### config.mk
export PLATFORM = sky130hd
export DESIGN_NAME = pps_top
export DESIGN_NICKNAME = d
export VERILOG_FILES = /design/src/inc/pps_pkg.sv /design/src/logic/pps_top.sv
export SDC_FILE = /design/constraint.sdc
export NUM_CORES = 1
export LEC_CHECK = 0
export BUFFER_PORTS_ARGS = -buffer_cell sky130_fd_sc_hd__clkbuf_2
export CAP_MARGIN = 20
export CORE_ASPECT_RATIO = 0.6
export CORE_UTILIZATION = 47
export DETAILED_ROUTE_END_ITERATION = 7
export PLACE_DENSITY_LB_ADDON = 0.15
export REMOVE_ABC_BUFFERS = 1
export SYNTH_ARGS = -nofsm -noshare
export SYNTH_HDL_FRONTEND = slang
export SYNTH_SLANG_ARGS = --single-unit
export TNS_END_PERCENT = 100
### constraint.sdc
create_clock -name i_ref_clk -period 1.8 [get_ports i_ref_clk]
set_input_delay 0.18 -clock i_ref_clk [delete_from_list [all_inputs] [get_ports i_ref_clk]]
set_output_delay 0.18 -clock i_ref_clk [all_outputs]
set_load 0.005 [all_outputs]
### src/inc/pps_pkg.sv
`default_nettype none
package pps_pkg;
  // word offsets on the register bus (byte addresses)
  localparam logic [3:0] PPS_ADR_B_LOWER = 4'h0;
  localparam logic [3:0] PPS_ADR_B_UPPER = 4'h4;
  localparam logic [3:0] PPS_ADR_C_LOWER = 4'h8;
  localparam logic [3:0] PPS_ADR_C_UPPER = 4'hC;
  localparam int PPS_ADR_W = 4;
  localparam int PPS_DAT_W = 32;
  localparam int PPS_REG_W = 8;
  // reset values and the implemented-bit mask of the port b lower register
  localparam logic [7:0] PPS_RST_VAL = 8'h00;
  localparam logic [7:0] PPS_B_LOWER_MASK = 8'hFC;
  // field positions (low bit of each two-bit selection field)
  localparam int PPS_B4_LSB = 0;
  localparam int PPS_B5_LSB = 2;
  localparam int PPS_C0_LSB = 0;
  localparam int PPS_C7_LSB = 6;
  // selection codes
  localparam logic [1:0] PPS_SEL_GPIO = 2'h0;
  localparam logic [1:0] PPS_SEL_LCD = 2'h1;
  localparam logic [1:0] PPS_SEL_PWM = 2'h2;
  typedef enum logic {PPS_BUS_IDLE, PPS_BUS_ACK} pps_bus_state_t;
endpackage
`default_nettype wire

### src/logic/pps_top.sv
// Added by the designer: the register offsets and the Wishbone register port.
`timescale 1ns/1ps
`default_nettype none
module pps_top
  import pps_pkg::*;
(
  input wire logic i_ref_clk,
  input wire logic i_rst_n,
  input wire logic i_wb_cyc,
  input wire logic i_wb_stb,
  input wire logic i_wb_we,
  input wire logic [PPS_ADR_W-1:0] i_wb_adr,
  input wire logic [3:0] i_wb_sel,
  input wire logic [PPS_DAT_W-1:0] i_wb_dat,
  output logic [PPS_DAT_W-1:0] o_wb_dat,
  output logic o_wb_ack,
  input wire logic i_lcd_segment_fourteen,
  input wire logic i_lcd_segment_fifteen,
  input wire logic i_lcd_segment_sixteen,
  input wire logic i_timer_one_pwm_output,
  output logic o_timer_one_capture_input,
  input wire logic i_gpio_b4_out,
  input wire logic i_gpio_b4_oe_n,
  output logic o_gpio_b4_in,
  input wire logic i_gpio_b5_out,
  input wire logic i_gpio_b5_oe_n,
  output logic o_gpio_b5_in,
  input wire logic i_gpio_c0_out,
  input wire logic i_gpio_c0_oe_n,
  output logic o_gpio_c0_in,
  input wire logic i_gpio_c7_out,
  input wire logic i_gpio_c7_oe_n,
  output logic o_gpio_c7_in,
  input wire logic i_pin_b4_in,
  output logic o_pin_b4_out,
  output logic o_pin_b4_oe_n,
  input wire logic i_pin_b5_in,
  output logic o_pin_b5_out,
  output logic o_pin_b5_oe_n,
  input wire logic i_pin_c0_in,
  output logic o_pin_c0_out,
  output logic o_pin_c0_oe_n,
  input wire logic i_pin_c7_in,
  output logic o_pin_c7_out,
  output logic o_pin_c7_oe_n
);

  function automatic logic [1:0] field_of(input logic [PPS_REG_W-1:0] r, input int lsb);
    return r[lsb +: 2];
  endfunction

  function automatic logic [PPS_DAT_W-1:0] widen(input logic [PPS_REG_W-1:0] r);
    return {{(PPS_DAT_W-PPS_REG_W){1'b0}}, r};
  endfunction

  pps_bus_state_t bus_state_r;
  logic [PPS_REG_W-1:0] port_b_lower_pin_select_r;
  logic [PPS_REG_W-1:0] port_b_upper_pin_select_r;
  logic [PPS_REG_W-1:0] port_c_lower_pin_select_r;
  logic [PPS_REG_W-1:0] port_c_upper_pin_select_r;
  logic [PPS_DAT_W-1:0] rd_dat_nxt;
  logic bus_req;
  logic wr_commit;
  logic [1:0] pin_b4_select_field;
  logic [1:0] pin_b5_select_field;
  logic [1:0] pin_c0_select_field;
  logic [1:0] pin_c7_select_field;
  logic [PPS_REG_W-1:0] wr_byte;

  assign bus_req = i_wb_cyc && i_wb_stb;
  // writes land at the edge where ack is seen high, matching the master's view
  assign wr_commit = bus_req && i_wb_we && i_wb_sel[0] && (bus_state_r == PPS_BUS_ACK);
  assign wr_byte = i_wb_dat[PPS_REG_W-1:0];

  assign pin_b4_select_field = field_of(port_b_upper_pin_select_r, PPS_B4_LSB);
  assign pin_b5_select_field = field_of(port_b_upper_pin_select_r, PPS_B5_LSB);
  assign pin_c0_select_field = field_of(port_c_lower_pin_select_r, PPS_C0_LSB);
  assign pin_c7_select_field = field_of(port_c_upper_pin_select_r, PPS_C7_LSB);

  // one wait state, then a single-cycle ack; ack always drops for a cycle
  always_ff @(posedge i_ref_clk or negedge i_rst_n) begin
    if (!i_rst_n) begin
      bus_state_r <= PPS_BUS_IDLE;
    end else begin
      case (bus_state_r)
        PPS_BUS_IDLE: begin
          if (bus_req) begin
            bus_state_r <= PPS_BUS_ACK;
          end
        end
        PPS_BUS_ACK: begin
          bus_state_r <= PPS_BUS_IDLE;
        end
        default: begin
          bus_state_r <= PPS_BUS_IDLE;
        end
      endcase
    end
  end

  always_ff @(posedge i_ref_clk or negedge i_rst_n) begin
    if (!i_rst_n) begin
      o_wb_ack <= 1'b0;
    end else begin
      o_wb_ack <= bus_req && (bus_state_r == PPS_BUS_IDLE);
    end
  end

  // unmapped offsets still ack and read as zero so a stray access cannot hang
  always_comb begin
    case (i_wb_adr)
      PPS_ADR_B_LOWER: rd_dat_nxt = widen(port_b_lower_pin_select_r & PPS_B_LOWER_MASK);
      PPS_ADR_B_UPPER: rd_dat_nxt = widen(port_b_upper_pin_select_r);
      PPS_ADR_C_LOWER: rd_dat_nxt = widen(port_c_lower_pin_select_r);
      PPS_ADR_C_UPPER: rd_dat_nxt = widen(port_c_upper_pin_select_r);
      default: rd_dat_nxt = '0;
    endcase
  end

  always_ff @(posedge i_ref_clk or negedge i_rst_n) begin
    if (!i_rst_n) begin
      o_wb_dat <= '0;
    end else if (bus_req && !i_wb_we && (bus_state_r == PPS_BUS_IDLE)) begin
      o_wb_dat <= rd_dat_nxt;
    end else if (o_wb_ack) begin
      o_wb_dat <= '0;
    end
  end

  always_ff @(posedge i_ref_clk or negedge i_rst_n) begin
    if (!i_rst_n) begin
      port_b_lower_pin_select_r <= PPS_RST_VAL;
      port_b_upper_pin_select_r <= PPS_RST_VAL;
      port_c_lower_pin_select_r <= PPS_RST_VAL;
      port_c_upper_pin_select_r <= PPS_RST_VAL;
    end else if (wr_commit) begin
      case (i_wb_adr)
        PPS_ADR_B_LOWER: port_b_lower_pin_select_r <= wr_byte & PPS_B_LOWER_MASK;
        PPS_ADR_B_UPPER: port_b_upper_pin_select_r <= wr_byte;
        PPS_ADR_C_LOWER: port_c_lower_pin_select_r <= wr_byte;
        PPS_ADR_C_UPPER: port_c_upper_pin_select_r <= wr_byte;
        default: begin
        end
      endcase
    end
  end

  // pin paths are registered: one cycle of latency keeps every output glitch-free
  always_ff @(posedge i_ref_clk or negedge i_rst_n) begin
    if (!i_rst_n) begin
      o_pin_b4_out <= 1'b0;
      o_pin_b4_oe_n <= 1'b1;
    end else if (pin_b4_select_field == PPS_SEL_LCD) begin
      o_pin_b4_out <= i_lcd_segment_fifteen;
      o_pin_b4_oe_n <= 1'b0;
    end else begin
      o_pin_b4_out <= i_gpio_b4_out;
      o_pin_b4_oe_n <= i_gpio_b4_oe_n;
    end
  end

  always_ff @(posedge i_ref_clk or negedge i_rst_n) begin
    if (!i_rst_n) begin
      o_pin_b5_out <= 1'b0;
      o_pin_b5_oe_n <= 1'b1;
    end else if (pin_b5_select_field == PPS_SEL_LCD) begin
      o_pin_b5_out <= i_lcd_segment_fourteen;
      o_pin_b5_oe_n <= 1'b0;
    end else begin
      o_pin_b5_out <= i_gpio_b5_out;
      o_pin_b5_oe_n <= i_gpio_b5_oe_n;
    end
  end

  always_ff @(posedge i_ref_clk or negedge i_rst_n) begin
    if (!i_rst_n) begin
      o_pin_c0_out <= 1'b0;
      o_pin_c0_oe_n <= 1'b1;
    end else if (pin_c0_select_field == PPS_SEL_PWM) begin
      o_pin_c0_out <= i_timer_one_pwm_output;
      o_pin_c0_oe_n <= 1'b0;
    end else begin
      o_pin_c0_out <= i_gpio_c0_out;
      o_pin_c0_oe_n <= i_gpio_c0_oe_n;
    end
  end

  always_ff @(posedge i_ref_clk or negedge i_rst_n) begin
    if (!i_rst_n) begin
      o_pin_c7_out <= 1'b0;
      o_pin_c7_oe_n <= 1'b1;
    end else if (pin_c7_select_field == PPS_SEL_LCD) begin
      o_pin_c7_out <= i_lcd_segment_sixteen;
      o_pin_c7_oe_n <= 1'b0;
    end else begin
      o_pin_c7_out <= i_gpio_c7_out;
      o_pin_c7_oe_n <= i_gpio_c7_oe_n;
    end
  end

  // pin inputs always reach the gpio reader, as a real port can read its own pin
  always_ff @(posedge i_ref_clk or negedge i_rst_n) begin
    if (!i_rst_n) begin
      o_gpio_b4_in <= 1'b0;
      o_gpio_b5_in <= 1'b0;
      o_gpio_c0_in <= 1'b0;
      o_gpio_c7_in <= 1'b0;
    end else begin
      o_gpio_b4_in <= i_pin_b4_in;
      o_gpio_b5_in <= i_pin_b5_in;
      o_gpio_c0_in <= i_pin_c0_in;
      o_gpio_c7_in <= i_pin_c7_in;
    end
  end

  // capture is held low while the c0 field selects pwm, but the cycle after leaving pwm it can still sample the timer's own output
  always_ff @(posedge i_ref_clk or negedge i_rst_n) begin
    if (!i_rst_n) begin
      o_timer_one_capture_input <= 1'b0;
    end else begin
      o_timer_one_capture_input <= (pin_c0_select_field != PPS_SEL_PWM) && i_pin_c0_in;
    end
  end
endmodule // pps_top
`default_nettype wire

# After elaboration in Yosys (flattened, before gate mapping)

Cells that the tools add are included.

Muxes and demuxes: 13
Eq/ne operators: 8
Bitwise gates (word level): 1
Reduce and logical (&&, ||, !) cells: 15

Operators by type and width:

| cell                                                                   | count |
|---|---|
| 32-bit two-way mux                                                     | 2 |
| 8-bit one-hot mux with 4 select lines                                  | 1 |
| 1-bit two-way mux                                                      | 9 |
| 4-bit equality test (second input constant)                            | 2 |
| 1-bit logical AND                                                      | 8 |
| 2-bit AND reduction                                                    | 4 |
| 2-bit by 1-bit equality test with 1-bit output (second input constant) | 3 |
| 4-bit by 3-bit equality test with 1-bit output (second input constant) | 1 |
| 4-bit logical NOT                                                      | 1 |
| 2-bit equality test (second input constant)                            | 1 |
| 2-bit inequality test (second input constant)                          | 1 |
| 1-bit one-hot mux with 2 select lines                                  | 1 |
| 2-bit nonzero test                                                     | 1 |
| 1-bit logical NOT                                                      | 1 |
| 1-bit inverter                                                         | 1 |

Bits of input ports: 61
Logic and storage cells: 57
Flip-flop bits (word level): 77

# Longest topological paths before layout

Gate-level depths: netlist (run 1).

Depth in word-level cells: 5
Mapped depth: 5
Mapped depth without buffers: 3

# Worst setup path before layout (run 1)

OpenSTA, ideal clock, no wires.

Kind: input-to-reg
Start point: input port i_wb_adr[1]
End point: register port_c_lower_pin_select_r[0]
Buffers on the path: 2
Data arrival time: 1531 ps
Stages: 5
Path slack: 144 ps
Path through: or3b_1 > buf_2 > or4_4 > buf_6 > mux2_4

Longest elaborated chain between the ends: 2

Ends and longest elaborated chain:

| what                          | line           | RTL |
|---|---|---|
| start: declaration            | pps_top.sv:12  | `input wire logic [PPS_ADR_W-1:0] i_wb_adr,` |
| 4-bit equality test           | pps_top.sv:137 | `case (i_wb_adr)` |
| 2-bit AND reduction (no line) | --             |  |
| end signal: assignment        | pps_top.sv:140 | `PPS_ADR_C_LOWER: port_c_lower_pin_select_r <= wr_byte;` |
| end: declaration              | pps_top.sv:59  | `logic [PPS_REG_W-1:0] port_c_lower_pin_select_r;` |

No other way between the ends.
A chain may end at the register's enable or synchronous reset.

# Worst setup path after layout (run 1)

Start point: register bus_state_r
End point: register port_b_lower_pin_select_r[6]

Longest elaborated chain between the ends: 2

Ends and longest elaborated chain:

| what                          | line           | RTL |
|---|---|---|
| start: declaration            | pps_top.sv:56  | `pps_bus_state_t bus_state_r;` |
| start signal: assignment      | pps_top.sv:83  | `bus_state_r <= PPS_BUS_IDLE;` |
| start signal: assignment      | pps_top.sv:88  | `bus_state_r <= PPS_BUS_ACK;` |
| start signal: assignment      | pps_top.sv:92  | `bus_state_r <= PPS_BUS_IDLE;` |
| 1-bit logical AND             | pps_top.sv:72  | `assign wr_commit = bus_req && i_wb_we && i_wb_sel[0] && (bus_state_r == PPS_BUS_ACK);` |
| 2-bit AND reduction (no line) | --             |  |
| end signal: assignment        | pps_top.sv:138 | `PPS_ADR_B_LOWER: port_b_lower_pin_select_r <= wr_byte & PPS_B_LOWER_MASK;` |
| end: declaration              | pps_top.sv:57  | `logic [PPS_REG_W-1:0] port_b_lower_pin_select_r;` |

No other way between the ends.

==> metrics, run 1 <==
clock-pin slew on the worst setup and hold paths=0.09 ns; Post-CTS Setup Repair Bufs=0; max-slew violation count=0; height of the die=57.1 um; power density over cell area=857 mW/mm^2; number of antenna violations at the first check in global routing=0; peak ir drop on the vdd network=0.378 mV; # resized after CTS=0; share of flip-flops with an asynchronous set or reset=1.00; Pre-Repair DR Iteration Count=6; final estimated routing congestion in global placement=0.754; area of the multi-input gates=938 um^2; Final Non-Filler Cells=306; effective utilization at floorplan=0.505; setup slack of the most critical reg-to-reg path=0.15 ns; RR Endpoint=port_b_lower_pin_select_r[6]; Die Span X=93.8 um; initial DRC count=35; crit path max-delay cell type=sky130_fd_sc_hd__or4_1; CTS Root Cell=sky130_fd_sc_hd__clkbuf_8; HPWL Detailed=3530 um; htree depth=2; cell count after synthesis=173; placed cell count=293; via count of the first global-routing pass=1563; data required time at the worst endpoint=1.99 ns; path class of the lowest-slack min-delay path=input pin to flip-flop; Hold Path Sink=o_pin_b4_oe_n; type of the worst setup path=flip-flop to flip-flop; clock sinks=52; flip-flop and latch area=0.00131 mm^2; number of vias in the routed layout=1544; number of buffers added on ports=55; Total Nets Final=303; total core area=0.00471 mm^2; wire length of the first global-routing pass=7560 um; hold buffer count at CTS=5; Remaining DRCs=0; critical path arrival=1.84 ns; Setup TNS=0 ns; Reg2Reg Depth=4; worst path buffer plus inverter count=1; standard-cell row count=19; clock tree from TritonCTS=yes; insertion delay to the later sink of the worst-skew pair=0.29 ns; GRT Overall Usage=0.190; standby leakage power=1.52 nW; critical-path maximum fanout=7; number of vias per cell after detailed routing=5.05; launching point of the worst reg2reg path=bus_state_r; Peak Freq=0.606 GHz; count of antenna-violating nets left after detailed routing=0; Least-Margin Pin Slew=0.503 ns; final count of negative-setup-slack endpoints=0; count of flip-flops with a built-in enable after synthesis=0; share of layout cells above drive strength 1=0.473; launch point of the worst hold path=i_gpio_b4_oe_n; fraction of the yosys area taken by sequential cells=0.549; count of endpoints failing hold in the final timing report=0; Routed WL per cell=15.6 um; fill count=378; number of buffers created by CTS=5; die area=0.00536 mm^2; I/O Pins=107; worst clock skew on the final layout=0.00280 ns; Tcrit/Tclk final=0.917; minimum clock period after layout=1.65 ns; top library cells by usage in the layout, fill and taps aside=sky130_fd_sc_hd__clkbuf_2 (55), sky130_fd_sc_hd__dfrtp_1 (48), sky130_fd_sc_hd__mux2_2 (25); count of unique library cells instantiated by Yosys=33; number of instances on the worst hold path=2; mean instance size in the synthesized netlist=13.7 um^2; Critical Path Start Type=flip-flop; Slew HR=0.664; antenna diode count=0; largest net degree at the start of global routing=22; number of max-capacitance violations reported=0; Longest Clk Path Bufs=2; leading cell type in the layout, fill and taps excluded=sky130_fd_sc_hd__clkbuf_2; layout-stage area growth over the synthesis result=21.3%; aggregate global routing overflow=0; family with the most delay on the worst path=simple AND/OR/NAND/NOR gates; Post-Synthesis Cell Area=0.00238 mm^2; Critical Path End Type=flip-flop; worst stage delay on the critical path=0.47 ns; flip-flop and latch count after synthesis=52; number of warnings issued by yosys=0; status=completed; setup repair after global routing missed its margin=false; primary flip-flop cell chosen by synthesis mapping=sky130_fd_sc_hd__dfrtp_1; ordered list of cells on the worst path=nand3_1 -> or4_1 -> buf_4 -> mux2_4; final wirelength=4770 um
logic make-up after synthesis:
logic type | synth area share
buf+inv | 0.0921
compound gates | 0.0579
simple gates | 0.0732
other cells | 0.00158
mux | 0.226
flops | 0.549
how the worst max path moves through the flow:
stage	startpoint	endpoint	slack, ns	depth (start not counted)
6_report	bus_state_r	port_b_lower_pin_select_r[6]	0.15	4
5_1_grt	bus_state_r	port_b_lower_pin_select_r[6]	0.09	4
4_1_cts	bus_state_r	port_c_lower_pin_select_r[7]	0.16	3
3_5_place_dp	i_wb_adr[1]	port_c_lower_pin_select_r[4]	0.07	4
3_3_place_gp	i_wb_adr[1]	port_c_lower_pin_select_r[3]	0.10	4
2_1_floorplan	i_wb_adr[3]	port_b_lower_pin_select_r[6]	0.18	3
layout make-up:
class                      count  share of cell area
tap                           63              0.0273
clock inverter                 3              0.0313
sequential                    52               0.453
timing repair buffer          70               0.139
clock buffer                   5              0.0239
multi-input combinational    113               0.326
synthesized netlist by cell type (3+ instances only):
library cell | instances | area [um^2]
sky130_fd_sc_hd__dfrtp_1 | 48 | 1200
sky130_fd_sc_hd__nor2b_1 | 7 | 43.8
sky130_fd_sc_hd__o22ai_1 | 6 | 37.5
sky130_fd_sc_hd__a22o_1 | 6 | 52.6
sky130_fd_sc_hd__mux2_4 | 9 | 135
sky130_fd_sc_hd__mux2_2 | 25 | 282
sky130_fd_sc_hd__buf_2 | 3 | 15.0
sky130_fd_sc_hd__buf_4 | 24 | 180
sky130_fd_sc_hd__mux2i_1 | 12 | 120
sky130_fd_sc_hd__dfstp_2 | 4 | 105
metal layers:
metal	routed length, um	global-route usage	vias to the layer above	part of all wire
li1	-	-	708	-
met4	24	0.0396	0	0.0050
met3	288	0.0400	2	0.060
met1	2130	0.248	784	0.45
met2	2320	0.331	50	0.49
met5	0	0	-	0
stage by stage:
stage	power [W]	setup slack, ns	hold slack (ns)	area [um^2]	utilization
finish	0.00247	0.150	0.0704	2880	0.612
global route	0.00257	0.0887	0.0627	2880	0.612
CTS	0.00250	0.159	0.0590	2880	0.612
detailed placement	0.00142	0.0674	0.173	2670	0.568
global placement	0.00141	0.101	0.151	2670	0.568
floorplan	0.00131	0.182	-0.116	2240	-
flip-flops by register name, summed over array words and instances (netlist names), 6 cells and up:
name,cells
port_b_upper_pin_select_r,8
port_c_upper_pin_select_r,8
port_c_lower_pin_select_r,8
o_wb_dat,8
port_b_lower_pin_select_r,6
worst reg2reg max path, cell delays in order (launching register included):
cell                      delay [ns]
sky130_fd_sc_hd__dfrtp_1        0.45
sky130_fd_sc_hd__nand3_1        0.12
sky130_fd_sc_hd__or4_1          0.48
sky130_fd_sc_hd__buf_4          0.19
sky130_fd_sc_hd__mux2_4         0.31
where the power goes:
| group | internal (W) | switching, W |
|---|---|---|
| Sequential | 0.00120 | 0.0000148 |
| Clock | 0.000695 | 0.000370 |
| Combinational | 0.0000892 | 0.000101 |
| Total | 0.00199 | 0.000486 |
Power figures use the tool's default switching activity.
==> run 2, diff against run 1 <==
CELL_PAD_IN_SITES_DETAIL_PLACEMENT = 0   (was not set)
CELL_PAD_IN_SITES_GLOBAL_PLACEMENT = 2   (was not set)
CORE_UTILIZATION = 29   (was 47)
==> run 2 against run 1 <==
- sequential cell count unchanged
- combinational power increased by 3%
- core utilization decreased by 24 points
- hold slack improved by 0.0037 ns
- cell count increased by 15%
- clock power increased by 9%
- non-clock buffer count unchanged
- critical endpoint is now port_c_lower_pin_select_r[5]
- sequential power about the same
==> metrics, run 2 (synthesized netlist as in run 1, its figures left out) <==
Remaining DRCs=0 (unchanged); largest net degree at the start of global routing=39 (+77%); number of buffers created by CTS=5 (unchanged); ordered list of cells on the worst path=nand3_1 -> or4_4 -> mux2_4; number of instances on the worst hold path=2 (unchanged); Final Non-Filler Cells=351 (+15%); final count of negative-setup-slack endpoints=0 (unchanged); Setup TNS=0 ns (unchanged); Post-CTS Setup Repair Bufs=0 (unchanged); number of antenna violations at the first check in global routing=0 (unchanged); leading cell type in the layout, fill and taps excluded=sky130_fd_sc_hd__clkbuf_2; setup slack of the most critical reg-to-reg path=0.20 ns (+0.05 ns); Total Nets Final=303 (unchanged); critical path arrival=1.78 ns (-0.06 ns); share of layout cells above drive strength 1=0.473 (unchanged); height of the die=72.1 um (+26%); via count of the first global-routing pass=1473 (-5.8%); power density over cell area=866 mW/mm^2 (+1.0%); HPWL Detailed=3690 um (+4.3%); CTS Root Cell=sky130_fd_sc_hd__clkbuf_16; RR Endpoint=port_c_lower_pin_select_r[5]; hold buffer count at CTS=5 (unchanged); clock tree from TritonCTS=yes; standby leakage power=1.54 nW (+1.1%); GRT Overall Usage=0.133 (-0.0570); layout-stage area growth over the synthesis result=25.2%; status=completed; top library cells by usage in the layout, fill and taps aside=sky130_fd_sc_hd__clkbuf_2 (55), sky130_fd_sc_hd__dfrtp_1 (48), sky130_fd_sc_hd__mux2_2 (25); critical-path maximum fanout=8 (+1); number of vias per cell after detailed routing=4.33 (-14%); Pre-Repair DR Iteration Count=5 (-1); count of antenna-violating nets left after detailed routing=0 (unchanged); Peak Freq=0.626 GHz (+3.4%); Critical Path End Type=flip-flop; Tcrit/Tclk final=0.887 (-0.0297); type of the worst setup path=flip-flop to flip-flop; insertion delay to the later sink of the worst-skew pair=0.29 ns (about the same); # resized after CTS=0 (unchanged); Reg2Reg Depth=3 (-1); final estimated routing congestion in global placement=0.693 (-8.1%); standard-cell row count=25 (+6); worst clock skew on the final layout=0.00259 ns (-0.000214 ns); wire length of the first global-routing pass=8290 um (+9.6%); worst stage delay on the critical path=0.63 ns (+0.16 ns); minimum clock period after layout=1.60 ns (-0.0535 ns); max-slew violation count=0 (unchanged); initial DRC count=37 (+5.7%); number of buffers added on ports=55 (unchanged); Die Span X=119 um (+27%); peak ir drop on the vdd network=0.357 mV (-5.4%); total core area=0.00791 mm^2 (+68%); aggregate global routing overflow=0 (unchanged); Longest Clk Path Bufs=2 (unchanged); effective utilization at floorplan=0.300 (-0.205); Hold Path Sink=o_pin_b5_oe_n; clock-pin slew on the worst setup and hold paths=0.07 ns (-0.02 ns); Critical Path Start Type=flip-flop; launch point of the worst hold path=i_gpio_b5_oe_n; launching point of the worst reg2reg path=bus_state_r; data required time at the worst endpoint=1.98 ns (about the same); die area=0.00858 mm^2 (+60%); crit path max-delay cell type=sky130_fd_sc_hd__or4_4; fill count=779 (+110%); final wirelength=5240 um (+9.9%); setup repair after global routing missed its margin=false; antenna diode count=0 (unchanged); I/O Pins=107 (unchanged); Routed WL per cell=14.9 um (-4.2%); path class of the lowest-slack min-delay path=input pin to flip-flop; number of vias in the routed layout=1519 (-1.6%); htree depth=2 (unchanged); count of endpoints failing hold in the final timing report=0 (unchanged); clock sinks=52 (unchanged); number of max-capacitance violations reported=0 (unchanged); placed cell count=338 (+15%)
[run 2: changes by cell type in the layout (fill, tap and decap cells not counted), sizes merged]
cell	delta
clkbuf	+2
bufinv	-2
[run 2: how the worst max path moves through the flow]
stage	from	endpoint	slack [ns]	cells after the start
final	bus_state_r	port_c_lower_pin_select_r[5]	0.20	3
after global routing	bus_state_r	port_b_lower_pin_select_r[6]	0.15	4
after CTS	bus_state_r	port_c_lower_pin_select_r[5]	0.19	3
after detailed placement	i_wb_adr[1]	port_c_lower_pin_select_r[6]	0.08	4
after global placement	i_wb_adr[1]	port_c_lower_pin_select_r[7]	0.07	4
after floorplan	i_wb_adr[3]	port_b_lower_pin_select_r[6]	0.18	3
[run 2: layout make-up]
class	instances	area, um^2	share of cell area
Clock inverter	1	30.0	0.0101
Clock buffer	7	153	0.0513
Sequential cell	52	1310	0.439
Multi-Input combinational cell	113	938	0.315
Timing Repair Buffer	70	413	0.139
Tap cell	108	135	0.0454
[run 2: power by group]
part | switching [W] | internal (W) | total, W
Sequential | 0.0000138 | 0.00120 | 0.00122
Clock | 0.000431 | 0.000733 | 0.00116
Combinational | 0.000104 | 0.0000935 | 0.000197
Total | 0.000549 | 0.00203 | 0.00258
[run 2: metal layers]
layer	wire, um	part of all wire	track usage
met1	2830	0.54	0.203
met2	2110	0.40	0.177
met3	245	0.047	0.0385
met4	44	0.0084	0.0422
met5	0	0	0
[run 2: critical path, delay by kind of cell (launching register included)]
kind	cells	cell delay [ns]
simple gates	2	0.75
mux	1	0.34
flops	1	0.39
[run 2: stage by stage]
| stage | total power, W | util | instance area, um^2 | worst slack [ns] | hold WS (ns) |
|---|---|---|---|---|---|
| detailed placement | 0.00143 | 0.347 | 2740 | 0.0805 | 0.139 |
| CTS | 0.00262 | 0.376 | 2980 | 0.195 | 0.0678 |
| floorplan | 0.00131 | - | 2240 | 0.182 | -0.116 |
| finish | 0.00258 | 0.376 | 2980 | 0.204 | 0.0741 |
| global placement | 0.00143 | 0.347 | 2740 | 0.0724 | 0.141 |
| global route | 0.00270 | 0.376 | 2980 | 0.148 | 0.0686 |
==> run 3, diff against run 2 <==
RECOVER_POWER = 25   (was not set)
==> run 3 against run 2 <==
- sequential power about the same
- combinational power is essentially flat
- register-to-register slack is essentially flat
- highest routed layer unchanged
- global-route usage stayed put
- critical path depth stayed put
- clock-buffer cell count is the same
- clock power is essentially flat
- non-clock buffer count unchanged
- critical path type unchanged
- largest power group unchanged
- maximum frequency grew 0.25%
- cell count did not move
- sequential share of layout area rose by 0.092 points
==> metrics, run 3 (synthesized netlist as in run 1, its figures left out) <==
worst clock skew on the final layout=0.00259 ns (+0.00000525 ns); uppermost routed layer=met4; number of buffers added on ports=55 (unchanged); via count of the first global-routing pass=1473 (unchanged); Pre-Repair DR Iteration Count=5 (unchanged); total core area=0.00791 mm^2 (unchanged); slack of the critical path=0.208 ns (+0.00392 ns); hold buffer count at CTS=5 (unchanged); power density over cell area=868 mW/mm^2 (+0.14%); leading cell type in the layout, fill and taps excluded=sky130_fd_sc_hd__clkbuf_2; number of vias in the routed layout=1517 (-0.13%); clock sinks=52 (unchanged); Critical Path End Type=flip-flop; Reg2Reg Depth=3 (unchanged); placed cell count=338 (unchanged); count of endpoints failing hold in the final timing report=0 (unchanged); Worst Setup Slack post-DPL=0.0805 ns (unchanged); CTS Root Cell=sky130_fd_sc_hd__clkbuf_16; Total Nets Final=303 (unchanged); htree depth=2 (unchanged); critical-path maximum fanout=8 (unchanged); top library cells by usage in the layout, fill and taps aside=sky130_fd_sc_hd__clkbuf_2 (53), sky130_fd_sc_hd__dfrtp_1 (48), sky130_fd_sc_hd__mux2_2 (25); RR Endpoint=port_c_lower_pin_select_r[5]; critical path arrival=1.77 ns (about the same); antenna diode count=0 (unchanged); aggregate global routing overflow=0 (unchanged); Die Span X=119 um (unchanged); initial DRC count=36 (-2.7%); I/O Pins=107 (unchanged); number of vias per cell after detailed routing=4.32 (-0.13%); launching point of the worst reg2reg path=bus_state_r; Critical Path Start Type=flip-flop; flip-flop and latch area=0.00131 mm^2 (unchanged); minimum clock period after layout=1.59 ns (-0.00392 ns); internal power=0.00203 W (about the same); peak ir drop on the vdd network=0.357 mV (about the same); largest net degree at the start of global routing=39 (unchanged); net switching share of the total power=0.213 (about the same); standby leakage power=1.52 nW (-0.68%); Peak Freq=0.628 GHz (+0.25%); Gate power share=0.076 (about the same); number of buffers created by CTS=5 (unchanged); Worst Setup SP=bus_state_r; portion of total power attributed to sequential cells=0.472 (about the same); net switching component of the power=0.000548 W (about the same); setup slack of the most critical reg-to-reg path=0.21 ns (about the same); Slew HR=0.400; GRT Overall Usage=0.133 (unchanged); number of max-capacitance violations reported=0 (unchanged); Routed WL per cell=14.9 um (-0.21%); clock tree from TritonCTS=yes; wire length of the first global-routing pass=8290 um (unchanged); effective utilization at floorplan=0.300 (unchanged); final count of negative-setup-slack endpoints=0 (unchanged); met2 routed wirelength=2110 um (-0.14%); Setup TNS=0 ns (unchanged); height of the die=72.1 um (unchanged); final estimated routing congestion in global placement=0.693 (unchanged); fill count=780 (+0.13%); data required time at the worst endpoint=1.98 ns (about the same); Critical Path End=port_c_lower_pin_select_r[5]; type of the worst setup path=flip-flop to flip-flop; # resized after CTS=0 (unchanged); Longest Clk Path Bufs=2 (unchanged); number of antenna violations at the first check in global routing=0 (unchanged); met3 routed WL=242 um (-1.2%); Tcrit/Tclk final=0.885 (-0.00218); Remaining DRCs=0 (unchanged); status=completed; HPWL Detailed=3690 um (unchanged); die area=0.00858 mm^2 (unchanged); Final Non-Filler Cells=351 (unchanged); Least-Margin Pin Slew=0.900 ns; power share of the clock group=0.452 (about the same); share of layout cells above drive strength 1=0.461 (-0.0123); clock-pin slew on the worst setup and hold paths=0.07 ns (about the same); area of the multi-input gates=938 um^2 (unchanged); routed length on met1=2830 um (-0.21%); max-slew violation count=0 (unchanged); insertion delay to the later sink of the worst-skew pair=0.29 ns (about the same); final wirelength=5230 um (-0.21%); standard-cell row count=25 (unchanged); path class of the lowest-slack min-delay path=input pin to flip-flop; setup repair after global routing missed its margin=false; layout-stage area growth over the synthesis result=24.9%; count of antenna-violating nets left after detailed routing=0 (unchanged); Post-CTS Setup Repair Bufs=0 (unchanged)
-- run 3: cell types whose count changed in the layout (fill, tap and decap cells not counted) --
cell                       delta
sky130_fd_sc_hd__and2_1       -1
sky130_fd_sc_hd__clkbuf_1     +3
sky130_fd_sc_hd__and2_0       +1
sky130_fd_sc_hd__buf_4        -1
sky130_fd_sc_hd__clkbuf_2     -2
-- run 3: critical path, stage by stage (launching register included) --
cell                      delay, ns
sky130_fd_sc_hd__dfrtp_1       0.39
sky130_fd_sc_hd__nand3_1       0.12
sky130_fd_sc_hd__or4_4         0.63
sky130_fd_sc_hd__mux2_4        0.34
-- run 3: final cells by class --
| class | count | share of cell area |
|---|---|---|
| multi-input combinational | 113 | 0.316 |
| clock buffer | 7 | 0.0514 |
| tap | 108 | 0.0455 |
| sequential | 52 | 0.440 |
| timing repair buffer | 70 | 0.137 |
| clock inverter | 1 | 0.0101 |
-- run 3: worst min-delay path by stage --
| stage | start | endpoint | slack (ns) | depth (start not counted) |
|---|---|---|---|---|
| 6_report | i_gpio_b5_oe_n | o_pin_b5_oe_n | 0.07 | 2 |
| 5_1_grt | i_gpio_b4_oe_n | o_pin_b4_oe_n | 0.07 | 2 |
| 4_1_cts | i_gpio_c7_oe_n | o_pin_c7_oe_n | 0.07 | 2 |
| 3_5_place_dp | i_rst_n | port_c_upper_pin_select_r[0] | 0.14 | 1 |
| 3_3_place_gp | i_rst_n | port_c_upper_pin_select_r[0] | 0.14 | 1 |
| 2_1_floorplan | i_rst_n | bus_state_r | -0.12 | 0 |
-- run 3: power groups by stage --
stage / Sequential, W / Combinational, W / Clock (W)
after floorplan: 0.00124 / 0.0000674 / 0
after global placement: 0.00124 / 0.000193 / 0
after detailed placement: 0.00124 / 0.000193 / 0
after CTS: 0.00122 / 0.000202 / 0.00120
after global routing: 0.00122 / 0.000221 / 0.00125
final: 0.00122 / 0.000196 / 0.00116
-- run 3: stage by stage --
stage | cell area, um^2 | utilization | total power, W | hold slack [ns]
after floorplan | 2240 | - | 0.00131 | -0.116
after global placement | 2740 | 0.347 | 0.00143 | 0.141
after detailed placement | 2740 | 0.347 | 0.00143 | 0.139
after CTS | 2980 | 0.376 | 0.00262 | 0.0678
after global routing | 2970 | 0.375 | 0.00270 | 0.0686
final | 2970 | 0.375 | 0.00258 | 0.0741
-- run 3: layer usage --
| layer | GRT usage | up-vias |
|---|---|---|
| met4 | 0.0422 | 0 |
| met1 | 0.203 | 749 |
| met2 | 0.177 | 47 |
| met5 | 0 | - |
| li1 | - | 715 |
| met3 | 0.0385 | 6 |
